### config.mk
export PLATFORM = sky130hd
export DESIGN_NAME = ssfs_regs
export DESIGN_NICKNAME = d
export VERILOG_FILES = /design/src/hdl/ssfs_pkg.sv /design/src/hdl/ssfs_regs.sv
export SDC_FILE = /design/constraint.sdc
export NUM_CORES = 1
export LEC_CHECK = 0
export BUFFER_PORTS_ARGS = -buffer_cell sky130_fd_sc_hd__buf_2
export CAP_MARGIN = 40
export CELL_PAD_IN_SITES_DETAIL_PLACEMENT = 0
export CELL_PAD_IN_SITES_GLOBAL_PLACEMENT = 2
export CORE_AREA = 2 2 230 232
export CTS_CLUSTER_SIZE = 24
export DETAILED_ROUTE_END_ITERATION = 12
export DIE_AREA = 0 0 232 234
export PLACE_DENSITY_LB_ADDON = 0.1
export REMOVE_ABC_BUFFERS = 1
export SLEW_MARGIN = 20
export SYNTH_ARGS = -nofsm -noshare
export SYNTH_HDL_FRONTEND = slang
export SYNTH_SLANG_ARGS = --single-unit
### constraint.sdc
create_clock -name CLK -period 3.34 [get_ports CLK]
set_input_delay 0.668 -clock CLK [delete_from_list [all_inputs] [get_ports CLK]]
set_output_delay 0.668 -clock CLK [all_outputs]
set_load 0.005 [all_outputs]
### src/hdl/ssfs_pkg.sv
package ssfs_pkg;
    // register addresses as seen from the serial or fieldbus link
    localparam logic [15:0] ADDR_FAULT_PRI = 16'h1f00;
    localparam logic [15:0] ADDR_FAULT_SEC = 16'h2000;
    localparam logic [15:0] ADDR_CFG_STORE = 16'h2910;
    localparam logic [15:0] ADDR_MOT_STORE = 16'h2930;
    localparam logic [15:0] ADDR_QS_DECEL_LO = 16'h3300;
    localparam logic [15:0] ADDR_QS_DECEL_HI = 16'h3301;
    localparam logic [15:0] ADDR_QS_ACTION = 16'h3400;
    localparam logic [15:0] ADDR_SD_ACTION = 16'h3410;
    localparam logic [15:0] ADDR_DIS_ACTION = 16'h3420;
    localparam logic [15:0] ADDR_PAUSE_ACTION = 16'h3430;
    localparam logic [15:0] ADDR_FLT_ACTION = 16'h3440;
    localparam logic [15:0] ADDR_TZ_DECEL_LO = 16'h4c00;
    localparam logic [15:0] ADDR_TZ_DECEL_HI = 16'h4c01;
    localparam logic [15:0] ADDR_TEMP_LIMIT = 16'h7180;
    localparam logic [15:0] ADDR_TEMP_READ = 16'h7190;
    localparam logic [15:0] ADDR_UV_LIMIT = 16'h8670;
    localparam logic [15:0] ADDR_CHOP_POINT = 16'h8680;
    localparam logic [15:0] ADDR_OV_LIMIT = 16'h8690;

    // reset values
    localparam logic [15:0] RST_FAULT_PRI = 16'h0408;
    localparam logic [15:0] RST_FAULT_SEC = 16'h0000;
    localparam logic [15:0] RST_ACTION = 16'h0000;
    localparam logic [15:0] RST_PAUSE_ACTION = 16'h0001;
    localparam logic [31:0] RST_QS_DECEL = 32'h0000ee48;
    localparam logic [31:0] RST_TZ_DECEL = 32'h00002710;
    localparam logic [15:0] RST_TEMP_LIMIT = 16'h0064;
    localparam logic [15:0] RST_UV_LIMIT = 16'h0012;
    localparam logic [15:0] RST_CHOP_POINT = 16'h003f;
    localparam logic [15:0] RST_OV_LIMIT = 16'h0046;
    localparam logic [15:0] TEMP_NO_SENSOR = 16'hffd8;

    // command and mode codes
    localparam logic [7:0] CMD_STORE = 8'h01;
    localparam logic [7:0] CMD_INIT = 8'h0a;
    localparam logic [15:0] CTRL_QUICK_STOP = 16'h000b;
    localparam int CTRL_PAUSE_BIT = 8;
    localparam logic [15:0] MODE_COAST = 16'h0000;
    localparam logic [15:0] MODE_RAMP_OFF = 16'h0001;
    localparam logic [15:0] MODE_QSD_OFF = 16'h0002;
    localparam logic [15:0] MODE_PROFILE_HOLD = 16'h0005;
    localparam logic [15:0] MODE_QSD_HOLD = 16'h0006;
    localparam logic [15:0] MODE_WINDING = 16'h0012;
    localparam logic [7:0] WORK_MODE_A = 8'h01;
    localparam logic [7:0] WORK_MODE_B = 8'h03;

    // fault bit positions fed by the threshold comparators, and the reserved bit mask of the secondary word
    localparam int FP_OVERVOLT = 5;
    localparam int FP_UNDERVOLT = 6;
    localparam int FP_MOTOR_TEMP = 13;
    localparam logic [15:0] SEC_RESERVED_MASK = 16'h00e0;

    typedef enum logic [5:0] {
        SSFS_IDLE = 6'b000001,
        SSFS_FAULT = 6'b000010,
        SSFS_QSTOP = 6'b000100,
        SSFS_SHUTDOWN = 6'b001000,
        SSFS_DISABLE = 6'b010000,
        SSFS_PAUSE = 6'b100000
    } ssfs_state_t;
endpackage : ssfs_pkg

### src/hdl/ssfs_regs.sv
`timescale 1ns/1ps
module ssfs_regs (
    input wire logic CLK,
    input wire logic SRST,
    input wire logic [15:0] REG_ADDR,
    input wire logic REG_WR,
    input wire logic REG_RD,
    input wire logic [15:0] REG_WDATA,
    output logic [15:0] REG_RDATA,
    output logic REG_RVALID,
    output logic REG_ERR,
    input wire logic [15:0] CTRL_WORD,
    input wire logic [7:0] WORK_MODE,
    input wire logic DISABLE_REQ,
    input wire logic LIMIT_POS_PIN,
    input wire logic LIMIT_NEG_PIN,
    input wire logic ESTOP_PIN,
    input wire logic DRIVE_ENABLE_PIN,
    input wire logic [15:0] FAULT_SRC_PRI,
    input wire logic [15:0] FAULT_SRC_SEC,
    input wire logic [15:0] MOTOR_TEMP_RAW,
    input wire logic TEMP_SENSOR_OK,
    input wire logic [15:0] BUS_VOLTAGE,
    output logic STORE_CONFIG,
    output logic INIT_CONFIG,
    output logic STORE_MOTOR,
    output ssfs_pkg::ssfs_state_t STOP_STATE,
    output logic [15:0] STOP_ACTION,
    output logic [31:0] DECEL_VALUE,
    output logic SWITCH_OFF,
    output logic CHOPPER_ON,
    output logic TEMP_ALARM,
    output logic UNDERVOLT_ALARM,
    output logic OVERVOLT_ALARM
);
    import ssfs_pkg::*;

    logic [7:0] cfg_cmd_reg;
    logic [7:0] mot_cmd_reg;
    logic [31:0] qs_decel_reg;
    logic [31:0] tz_decel_reg;
    logic [15:0] qs_action_reg;
    logic [15:0] sd_action_reg;
    logic [15:0] dis_action_reg;
    logic [15:0] pause_action_reg;
    logic [15:0] flt_action_reg;
    logic [15:0] temp_limit_reg;
    logic [15:0] uv_limit_reg;
    logic [15:0] chop_point_reg;
    logic [15:0] ov_limit_reg;
    logic [15:0] fault_pri_reg;
    logic [15:0] fault_sec_reg;
    logic [15:0] temp_read_reg;
    logic [3:0] sync1_reg;
    logic [3:0] sync2_reg;
    logic enable_prev_reg;
    ssfs_state_t state_reg;
    ssfs_state_t state_next;
    logic [15:0] rdata_next;
    logic rerr_next;
    logic quick_cause;
    logic shutdown_cause;
    logic fault_cause;
    logic pause_cause;
    logic [15:0] action_next;
    logic [31:0] decel_next;
    logic off_next;

    // pins are asynchronous to CLK; only the second stage is ever read
    // bits: 0 positive limit, 1 negative limit, 2 emergency stop, 3 enable
    // the edge register resets low, so no false enable edge after reset
    always_ff @(posedge CLK) begin
        if (SRST) begin
            sync1_reg <= 4'h0;
            sync2_reg <= 4'h0;
            enable_prev_reg <= 1'b0;
        end else begin
            sync1_reg <= {DRIVE_ENABLE_PIN, ESTOP_PIN,
                LIMIT_NEG_PIN, LIMIT_POS_PIN};
            sync2_reg <= sync1_reg;
            enable_prev_reg <= sync2_reg[3];
        end
    end

    // storage commands: the written code is kept, only exact codes pulse
    always_ff @(posedge CLK) begin
        if (SRST) begin
            cfg_cmd_reg <= 8'h00;
            mot_cmd_reg <= 8'h00;
            STORE_CONFIG <= 1'b0;
            INIT_CONFIG <= 1'b0;
            STORE_MOTOR <= 1'b0;
        end else begin
            STORE_CONFIG <= 1'b0;
            INIT_CONFIG <= 1'b0;
            STORE_MOTOR <= 1'b0;
            if (REG_WR && REG_ADDR == ADDR_CFG_STORE) begin
                cfg_cmd_reg <= REG_WDATA[7:0];
                // control loop set only; the motor store strobe stays low
                // the upper byte must be zero: 0x0101 is no command
                STORE_CONFIG <= (REG_WDATA == {8'h00, CMD_STORE});
                INIT_CONFIG <= (REG_WDATA == {8'h00, CMD_INIT});
            end
            if (REG_WR && REG_ADDR == ADDR_MOT_STORE) begin
                mot_cmd_reg <= REG_WDATA[7:0];
                STORE_MOTOR <= (REG_WDATA == {8'h00, CMD_STORE});
            end
        end
    end

    // stop behaviour and threshold settings
    // each half of a 32-bit deceleration takes effect on its own write,
    // so a host changing both halves briefly runs on a mixed value
    // read-only and unmapped addresses fall through the case silently
    always_ff @(posedge CLK) begin
        if (SRST) begin
            qs_decel_reg <= RST_QS_DECEL;
            tz_decel_reg <= RST_TZ_DECEL;
            qs_action_reg <= RST_ACTION;
            sd_action_reg <= RST_ACTION;
            dis_action_reg <= RST_ACTION;
            pause_action_reg <= RST_PAUSE_ACTION;
            flt_action_reg <= RST_ACTION;
            temp_limit_reg <= RST_TEMP_LIMIT;
            uv_limit_reg <= RST_UV_LIMIT;
            chop_point_reg <= RST_CHOP_POINT;
            ov_limit_reg <= RST_OV_LIMIT;
        end else if (REG_WR) begin
            unique case (REG_ADDR)
                ADDR_QS_DECEL_LO: qs_decel_reg[15:0] <= REG_WDATA;
                ADDR_QS_DECEL_HI: qs_decel_reg[31:16] <= REG_WDATA;
                ADDR_TZ_DECEL_LO: tz_decel_reg[15:0] <= REG_WDATA;
                ADDR_TZ_DECEL_HI: tz_decel_reg[31:16] <= REG_WDATA;
                ADDR_QS_ACTION: qs_action_reg <= REG_WDATA;
                ADDR_SD_ACTION: sd_action_reg <= REG_WDATA;
                ADDR_DIS_ACTION: dis_action_reg <= REG_WDATA;
                ADDR_PAUSE_ACTION: pause_action_reg <= REG_WDATA;
                ADDR_FLT_ACTION: flt_action_reg <= REG_WDATA;
                ADDR_TEMP_LIMIT: temp_limit_reg <= REG_WDATA;
                ADDR_UV_LIMIT: uv_limit_reg <= REG_WDATA;
                ADDR_CHOP_POINT: chop_point_reg <= REG_WDATA;
                ADDR_OV_LIMIT: ov_limit_reg <= REG_WDATA;
                default: ;
            endcase
        end
    end

    // live monitoring; alarm outputs and fault bits come from the same compare
    // temperature compares signed so readings below zero work; with no
    // sensor the -40 reading must not raise the alarm
    always_ff @(posedge CLK) begin
        if (SRST) begin
            temp_read_reg <= TEMP_NO_SENSOR;
            TEMP_ALARM <= 1'b0;
            UNDERVOLT_ALARM <= 1'b0;
            OVERVOLT_ALARM <= 1'b0;
            CHOPPER_ON <= 1'b0;
        end else begin
            temp_read_reg <= TEMP_SENSOR_OK ? MOTOR_TEMP_RAW :
                TEMP_NO_SENSOR;
            TEMP_ALARM <= TEMP_SENSOR_OK &&
                ($signed(MOTOR_TEMP_RAW) >= $signed(temp_limit_reg));
            UNDERVOLT_ALARM <= (BUS_VOLTAGE < uv_limit_reg);
            CHOPPER_ON <= (BUS_VOLTAGE > chop_point_reg);
            OVERVOLT_ALARM <= (BUS_VOLTAGE > ov_limit_reg);
        end
    end

    // fault words are real time, not sticky: they follow their sources
    // alarm bits arrive one cycle after the alarm outputs, so a threshold
    // fault shows two cycles after the input moves
    always_ff @(posedge CLK) begin
        if (SRST) begin
            fault_pri_reg <= RST_FAULT_PRI;
            fault_sec_reg <= RST_FAULT_SEC;
        end else begin
            fault_pri_reg <= FAULT_SRC_PRI;
            fault_pri_reg[FP_OVERVOLT] <= FAULT_SRC_PRI[FP_OVERVOLT] |
                OVERVOLT_ALARM;
            fault_pri_reg[FP_UNDERVOLT] <= FAULT_SRC_PRI[FP_UNDERVOLT] |
                UNDERVOLT_ALARM;
            fault_pri_reg[FP_MOTOR_TEMP] <= FAULT_SRC_PRI[FP_MOTOR_TEMP] |
                TEMP_ALARM;
            fault_sec_reg <= FAULT_SRC_SEC & ~SEC_RESERVED_MASK;
        end
    end

    // limits and emergency stop act as levels, the control word only on its exact code
    assign quick_cause = sync2_reg[0] |
        sync2_reg[1] |
        sync2_reg[2] |
        (CTRL_WORD == CTRL_QUICK_STOP);
    assign shutdown_cause = enable_prev_reg & ~sync2_reg[3];
    // reserved bits of the secondary word are already masked out
    assign fault_cause = (fault_pri_reg != 16'h0000) |
        (fault_sec_reg != 16'h0000);
    assign pause_cause = CTRL_WORD[CTRL_PAUSE_BIT];

    // priority: fault, quick stop, shutdown, disable, pause.
    // a stop is held while its cause lasts; shutdown is an edge, so it
    // holds until the drive is enabled again
    always_comb begin
        state_next = state_reg;
        if (fault_cause) begin
            state_next = SSFS_FAULT;
        end else if (quick_cause) begin
            state_next = SSFS_QSTOP;
        end else if (shutdown_cause) begin
            state_next = SSFS_SHUTDOWN;
        end else if (DISABLE_REQ) begin
            state_next = SSFS_DISABLE;
        end else if (pause_cause) begin
            state_next = SSFS_PAUSE;
        end else if (state_reg != SSFS_SHUTDOWN || sync2_reg[3]) begin
            state_next = SSFS_IDLE;
        end
    end

    // action code, deceleration and switch-off for the chosen stop
    // an undocumented code passes through as the action; only switch-off
    // and deceleration look at the code itself
    always_comb begin
        action_next = MODE_COAST;
        decel_next = tz_decel_reg;
        off_next = 1'b0;
        unique case (state_next)
            SSFS_IDLE: begin
                action_next = MODE_COAST;
                off_next = 1'b0;
            end
            SSFS_FAULT: begin
                action_next = flt_action_reg;
            end
            SSFS_QSTOP: begin
                action_next = qs_action_reg;
            end
            SSFS_SHUTDOWN: begin
                action_next = sd_action_reg;
            end
            SSFS_DISABLE: begin
                action_next = dis_action_reg;
            end
            SSFS_PAUSE: begin
                action_next = pause_action_reg;
            end
        endcase
        if (state_next != SSFS_IDLE) begin
            // pause keeps the motor enabled whatever its code
            off_next = (state_next != SSFS_PAUSE) &&
                (action_next == MODE_COAST || action_next == MODE_RAMP_OFF ||
                 action_next == MODE_QSD_OFF || action_next == MODE_WINDING);
            // quick stop deceleration for both quick stop codes, profile for the holding code;
            // for every other code the quick stop state keeps its own, other stops use profile
            if (action_next == MODE_QSD_OFF || action_next == MODE_QSD_HOLD) begin
                decel_next = qs_decel_reg;
            end else if (action_next == MODE_PROFILE_HOLD) begin
                decel_next = tz_decel_reg;
            end else if (state_next == SSFS_QSTOP) begin
                decel_next = qs_decel_reg;
            end
        end else if (WORK_MODE == WORK_MODE_A || WORK_MODE == WORK_MODE_B) begin
            decel_next = tz_decel_reg;
        end
    end

    // all stop outputs launch on one edge, so state and action never disagree
    always_ff @(posedge CLK) begin
        if (SRST) begin
            state_reg <= SSFS_IDLE;
            STOP_STATE <= SSFS_IDLE;
            STOP_ACTION <= MODE_COAST;
            DECEL_VALUE <= RST_TZ_DECEL;
            SWITCH_OFF <= 1'b0;
        end else begin
            state_reg <= state_next;
            STOP_STATE <= state_next;
            STOP_ACTION <= action_next;
            DECEL_VALUE <= decel_next;
            SWITCH_OFF <= off_next;
        end
    end

    // read mux; unmapped addresses answer zero with an error flag
    always_comb begin
        rdata_next = 16'h0000;
        rerr_next = 1'b0;
        unique case (REG_ADDR)
            ADDR_FAULT_PRI: rdata_next = fault_pri_reg;
            ADDR_FAULT_SEC: rdata_next = fault_sec_reg;
            ADDR_CFG_STORE: rdata_next = {8'h00, cfg_cmd_reg};
            ADDR_MOT_STORE: rdata_next = {8'h00, mot_cmd_reg};
            ADDR_QS_DECEL_LO: rdata_next = qs_decel_reg[15:0];
            ADDR_QS_DECEL_HI: rdata_next = qs_decel_reg[31:16];
            ADDR_TZ_DECEL_LO: rdata_next = tz_decel_reg[15:0];
            ADDR_TZ_DECEL_HI: rdata_next = tz_decel_reg[31:16];
            ADDR_QS_ACTION: rdata_next = qs_action_reg;
            ADDR_SD_ACTION: rdata_next = sd_action_reg;
            ADDR_DIS_ACTION: rdata_next = dis_action_reg;
            ADDR_PAUSE_ACTION: rdata_next = pause_action_reg;
            ADDR_FLT_ACTION: rdata_next = flt_action_reg;
            ADDR_TEMP_LIMIT: rdata_next = temp_limit_reg;
            ADDR_TEMP_READ: rdata_next = temp_read_reg;
            ADDR_UV_LIMIT: rdata_next = uv_limit_reg;
            ADDR_CHOP_POINT: rdata_next = chop_point_reg;
            ADDR_OV_LIMIT: rdata_next = ov_limit_reg;
            default: rerr_next = 1'b1;
        endcase
    end

    // data reads zero outside a read, so a stale word never sits on the bus
    always_ff @(posedge CLK) begin
        if (SRST) begin
            REG_RDATA <= 16'h0000;
            REG_RVALID <= 1'b0;
            REG_ERR <= 1'b0;
        end else begin
            REG_RVALID <= REG_RD;
            REG_RDATA <= REG_RD ? rdata_next : 16'h0000;
            REG_ERR <= REG_RD & rerr_next;
        end
    end
endmodule : ssfs_regs

**Word level (Yosys, flattened, before mapping)**

Index checks and enable logic that the tools add are counted.

- Logic and storage cells: 134
- Latch bits: 0
- Bits of input ports: 130
- Flip-flop bits (word level): 361
- Memories: 0
- Output and inout bits: 80
- RAM bits: 0
- Memory bits (read-only): 0

- Bitwise operators: 15
- $mul: 0
- Shift-type cells: 0
- Equality and inequality tests: 35
- Mux-type cells: 13
- Divide/modulo/power cells: 0
- Magnitude comparators: 4
- Reductions and logical operators: 31
- Add/subtract/negate cells: 0

Operator list:

| cell | number |
|---|---|
| $pmux W16 S18 | 1 |
| $eq A16 B14 Y1 const B | 10 |
| $mux W32 | 4 |
| $pmux W16 S6 | 1 |
| $eq A16 B15 Y1 const B | 4 |
| $eq A16 B16 Y1 const B | 3 |
| $mux W6 | 6 |
| $eq A16 B1 Y1 const B | 2 |
| $eq A16 B3 Y1 const B | 2 |
| $eq A16 B4 Y1 const B | 2 |
| $gt A16 B16 Y1 | 2 |
| $reduce_bool A16 Y1 | 2 |
| $reduce_and A2 Y1 | 13 |
| $reduce_or A18 Y1 | 1 |
| $eq A16 B13 Y1 const B | 1 |
| $eq A16 B2 Y1 const B | 1 |
| $eq A16 B5 Y1 const B | 1 |
| $ge A16 B16 Y1 | 1 |
| $logic_not A16 Y1 | 1 |
| $lt A16 B16 Y1 | 1 |
| $reduce_or A2 Y1 | 5 |
| $or A1 B1 Y1 | 7 |
| $eq A6 B1 Y1 const B | 1 |
| $eq A6 B2 Y1 const B | 1 |
| 12 further kinds | 25 |

**Longest topological paths before layout**

- Depth after elaboration: 15
- Mapped depth: 14
- Gate-level depth less buffers: 12

**Worst setup path before layout**

OpenSTA, ideal clock, no wires.

- Path type: input -> register
- Start: in CTRL_WORD[2]
- End: reg DECEL_VALUE[22]
- Path buffers: 3
- Data arrival time: 3.422 ns
- Required time: 3.212 ns
- Setup slack: -0.210 ns
- Library setup time: 0.128 ns
- Stages on the path: 13
- Cell sequence: nor4b_1 > nand4_1 > clkbuf_1 > a32oi_1 > nand4_1 > a221oi_1 > nand4_1 > or4b_1 > o211ai_2 > buf_8 > buf_12 > mux2i_1 > nor2_1

- Longest elaborated chain between the ends: 10
- Elaborated cells between the ends (all ways): 20
- Those cells by class: eq/ne (11); mux (7); bitwise (1); reduce/logical (1)

Ends and longest elaborated chain:

| element | line | RTL |
|---|---|---|
| start: declaration | ssfs_regs.sv:12 | `input wire logic [15:0] CTRL_WORD,` |
| $eq A16 B4 Y1 (*) | ssfs_regs.sv:192 | `(CTRL_WORD == CTRL_QUICK_STOP);` |
| $or A1 B1 Y1 (*) | ssfs_regs.sv:191 | `sync2_reg[2] \|` |
| $mux W6 (*) | ssfs_regs.sv:206 | `end else if (quick_cause) begin` |
| $mux W6 (*) | ssfs_regs.sv:204 | `if (fault_cause) begin` |
| $eq A6 B6 Y1 (tied with other cells) | ssfs_regs.sv:226 | `unique case (state_next)` |
| $pmux W16 S6 | ssfs_regs.sv:226 |  |
| $eq A16 B3 Y1 (tied with other cells) | ssfs_regs.sv:256 | `end else if (action_next == MODE_PROFILE_HOLD) begin` |
| $mux W32 or $logic_or A1 B1 Y1 (tied branches) | ssfs_regs.sv:256, ssfs_regs.sv:254 |  |
| $mux W32 | ssfs_regs.sv:254 | `if (action_next == MODE_QSD_OFF \|\| action_next == MODE_QSD_HOLD) begin` |
| $mux W32 (*) | ssfs_regs.sv:247 | `if (state_next != SSFS_IDLE) begin` |
| end signal: assignment | ssfs_regs.sv:278 | `DECEL_VALUE <= decel_next;` |
| end: declaration | ssfs_regs.sv:29 | `output logic [31:0] DECEL_VALUE,` |

Every way passes the cells marked *; elsewhere a longest branch is shown, timed or not.
A chain may end at the register's enable or synchronous reset.

**Worst setup path in the final report**

- Start: reg fault_sec_reg[4]
- End: reg DECEL_VALUE[9]

- Longest elaborated chain between the ends: 9
- Elaborated cells between the ends (all ways): 19
- Those cells by class: eq/ne (10); mux (6); bitwise (1); reduce/logical (2)

Ends and longest elaborated chain:

| element | line | RTL |
|---|---|---|
| start: declaration | ssfs_regs.sv:52 | `logic [15:0] fault_sec_reg;` |
| start signal: assignment | ssfs_regs.sv:184 | `fault_sec_reg <= FAULT_SRC_SEC & ~SEC_RESERVED_MASK;` |
| $reduce_bool A16 Y1 (*) | ssfs_regs.sv:196 | `(fault_sec_reg != 16'h0000);` |
| $or A1 B1 Y1 (*) | ssfs_regs.sv:195 | `assign fault_cause = (fault_pri_reg != 16'h0000) \|` |
| $mux W6 (*) | ssfs_regs.sv:204 |  |
| $eq A6 B6 Y1 (tied with other cells) | ssfs_regs.sv:226 |  |
| $pmux W16 S6 | ssfs_regs.sv:226 |  |
| $eq A16 B3 Y1 (tied with other cells) | ssfs_regs.sv:256 |  |
| $mux W32 or $logic_or A1 B1 Y1 (tied branches) | ssfs_regs.sv:256, ssfs_regs.sv:254 |  |
| $mux W32 | ssfs_regs.sv:254 |  |
| $mux W32 (*) | ssfs_regs.sv:247 |  |

Marked as above.

==> impl_metrics.env <==
export IMPL_required_ps=3810
export IMPL_maxCapViolCount=0
export IMPL_syn_avg_cell_area_um2=8.37
export IMPL_die_y_um=234
export IMPL_grt_pass1_wl_mm=104
export IMPL_core_area_um2=52000
export IMPL_reg2reg_depth=15
export IMPL_setup_ws_ps=-302
export IMPL_layout_commonest_cell="nand2_1"
export IMPL_power_leakage_nw=7.86
export IMPL_clock_sinks=358
export IMPL_dr_pass1_iters=8
export IMPL_max_slew_margin_rel_pct=45.1
export IMPL_cts_made_buffers=44
export IMPL_root_buffer="clkbuf_16"
export IMPL_synth_cells=1893
export IMPL_grt_max_degree=106
export IMPL_async_reset_ff_share_pct=0
export IMPL_synth_enable_flop_cells=0
export IMPL_area_growth_pct=27.5
export IMPL_htree_num_levels=2
export IMPL_yosysSeqAreaShare_pct=45.3
export IMPL_antenna_found_initial=0
export IMPL_hold_viol=0
export IMPL_pin_count=210
export IMPL_startpoint_type="flop"
export IMPL_clk_latency_ps=590
export IMPL_grt_busiest_layer="met2"
export IMPL_start_util_pct=30.4
export IMPL_fin_worst_skew_ps=22.2
export IMPL_grt_pass1_vias=15000
export IMPL_antenna_left=0
export IMPL_slowest_stage="or3_4"
export IMPL_r2r_end="DECEL_VALUE[9]$_SDFF_PP1_"
export IMPL_placement_cell_area_um2=18600
export IMPL_violations="negative setup slack"
export IMPL_io_buffers=198
export IMPL_use_met3_pct=2.60
export IMPL_die_area_um2=54300
export IMPL_hold_path_class="input port to flop"
export IMPL_crit_path_max_incr_delay_ps=470
export IMPL_min_path_cells=2
export IMPL_crit_buf_inv=6
export IMPL_max_freq_ghz=0.275
export IMPL_worstHoldStart="FAULT_SRC_PRI[10]"
export IMPL_min_period_ps=3640
export IMPL_r2r_slack_ps=-300
export IMPL_die_x_um=232
export IMPL_finalCritPeriodShare_pct=109
export IMPL_worstMarginPinSlew_ps=823
export IMPL_routabilityCongestion=0.902
export IMPL_ys_seq_elements=358
export IMPL_wl_mm=72.9
export IMPL_gr_usage_met2_pct=45.8
export IMPL_ys_warn_count=0
export IMPL_design_area_um2=20200
export IMPL_cp_max_fo=8
export IMPL_drc_errors=0
export IMPL_dp_hpwl_mm=52.5
export IMPL_status="finished, violations left"
export IMPL_grt_overflow_total=0
export IMPL_crit_arrival_ps=4110
export IMPL_layout_common_cells="nand2_1, dfxtp_1, buf_2, a21oi_1, buf_4"
export IMPL_whs_endpoint="fault_pri_reg[10]$_SDFF_PP1_"
export IMPL_grt_total_usage_pct=26.3
export IMPL_fillers=5371
export IMPL_syn_area_um2=15800
export IMPL_setup_viol=32
export IMPL_rr_startpoint="fault_sec_reg[4]$_SDFF_PP0_"
export IMPL_crit_family="simple AND/OR/NAND/NOR gates"
export IMPL_synthDistinctLibCells=58
export IMPL_synthFlopType="dfxtp_1"
export IMPL_worstSetupPathType="flop to flop"
export IMPL_pre_cts_slack_ps=-636
export IMPL_p_per_area_nw_per_um2=472
export IMPL_vias=15400
export IMPL_viasPerCell=5.37
export IMPL_rsz0062_at_grt="true"
export IMPL_crit_top_cell="buf_4"
export IMPL_nNetsFinal=2347
export IMPL_wl_per_cell_um=25.4
export IMPL_final_core_util_pct=38.8
export IMPL_crit_chain="nor4_2 > buf_4 > nand4_1 > or3_4 > buf_8 > a221oi_2 > nand4_1 > buf_4 > nor3_1 > buf_4 > o211ai_4 > buf_4 > buf_16 > a221o_1 > a21o_1"
export IMPL_drive_above_1_share_pct=21.2
export IMPL_drt_iter0_markers=1241
export IMPL_std_cell_rows=84
export IMPL_drv_slew=0
export IMPL_ir_drop_mv=0.301
export IMPL_setup_worst_path_end_class="flop"
export IMPL_cts_tree="yes"
export IMPL_grtUsageMet1_pct=33.9
export IMPL_clk_pin_slew_ps=60
export IMPL_clockBufferDepth=3
## layer usage
layer	vias to the layer above	wire length [µm]
met5	-	0
met4	0	2700
met3	113	3290
met2	492	35400
met1	7602	31500
li1	7228	-
## per-stage QoR
stage	instances	total power, mW	hold WS (ps)	TNS [ps]
global placement	2783	4.96	434	-16740
global route	2872	9.83	279	-13450
finish	2873	9.54	281	-8610
detailed placement	2784	4.96	444	-18050
floorplan	1754	4.56	414	-80390
CTS	2869	9.63	261	-6410
## area by class of cell
| class | instances | area [µm²] | share of cell area [%] |
|---|---|---|---|
| clock buffers | 64 | 1290 | 6.37 |
| diodes | 1 | 2.50 | 0.0124 |
| inverters | 74 | 278 | 1.38 |
| well taps | 688 | 861 | 4.26 |
| multi-input cells | 1322 | 7990 | 39.6 |
| clock inverters | 12 | 92.6 | 0.458 |
| flip-flops and latches | 358 | 7170 | 35.5 |
| repair buffers | 354 | 2520 | 12.5 |
## cells in the mapped netlist, types with 2 or more instances
cell	n	share of area (%)
a21o_1	22	1.0
a22o_1	20	1.1
o211ai_1	14	0.66
clkbuf_1	122	2.9
clkbuf_2	2	0.063
o22ai_1	6	0.24
buf_2	2	0.063
nand3b_1	3	0.14
or3_1	13	0.51
o21a_1	9	0.43
a211oi_1	4	0.19
nor4_1	19	0.75
nand3_1	90	2.8
a222oi_1	29	1.8
or4_1	2	0.095
and3_1	14	0.55
ha_1	63	5.0
mux2i_1	52	3.3
a21oi_1	191	6.0
dfxtp_1	358	45
nand4_1	28	1.1
nor2_1	107	2.5
nand2_1	358	8.5
and4_1	10	0.55
nor2b_1	49	1.9
buf_1	9	0.21
a221oi_1	20	1.1
o2111ai_1	6	0.33
o21ai_0	22	0.70
inv_1	74	1.8
buf_4	2	0.095
or2_2	4	0.16
a22oi_1	62	2.9
nand2b_1	27	1.1
a31oi_1	14	0.55
a32oi_1	8	0.44
a221o_1	10	0.63
nor3_1	20	0.63
nor3b_1	4	0.19
and2_1	6	0.24
## cells by family after synthesis
group | count (synthesis) | synth area share (%)
AOI/OAI and AO/OA | 443 | 18.7
adders and majority gates | 63 | 4.98
buffers and inverters | 213 | 5.30
DFF | 358 | 45.3
muxes | 53 | 3.36
and+or+nand+nor | 763 | 22.4
## worst max-delay path by stage
stage,start,to,slack (ps),cells after the start
3_5_place_dp,CTRL_WORD[6],DECEL_VALUE[14]$_SDFF_PP0_,-640,13
2_1_floorplan,REG_ADDR[6],dis_action_reg[0]$_SDFFE_PP0P_,-1200,7
4_1_cts,fault_sec_reg[4]$_SDFF_PP0_,DECEL_VALUE[9]$_SDFF_PP1_,-260,14
5_1_grt,fault_sec_reg[4]$_SDFF_PP0_,DECEL_VALUE[9]$_SDFF_PP1_,-470,16
3_3_place_gp,CTRL_WORD[2],DECEL_VALUE[18]$_SDFF_PP0_,-550,13
6_report,fault_sec_reg[4]$_SDFF_PP0_,DECEL_VALUE[9]$_SDFF_PP1_,-300,15
## power breakdown
part / leakage (nW) / total [mW] / internal [mW] / switching, mW
combinational: 4.27 / 0.539 / 0.193 / 0.346
clock: 0.689 / 4.67 / 2.74 / 1.94
sequential: 2.90 / 4.33 / 4.31 / 0.0226
total: 7.86 / 9.54 / 7.24 / 2.30
## what timing repair did
action                                  CTS  global route
gates cloned                              3             1
resized for setup                        12            11
buffers inserted                          6             4
endpoints found under the setup margin   32            32
hold buffers                              0             0
pin swaps                                 7             1
(Power assumes the default switching activity.)
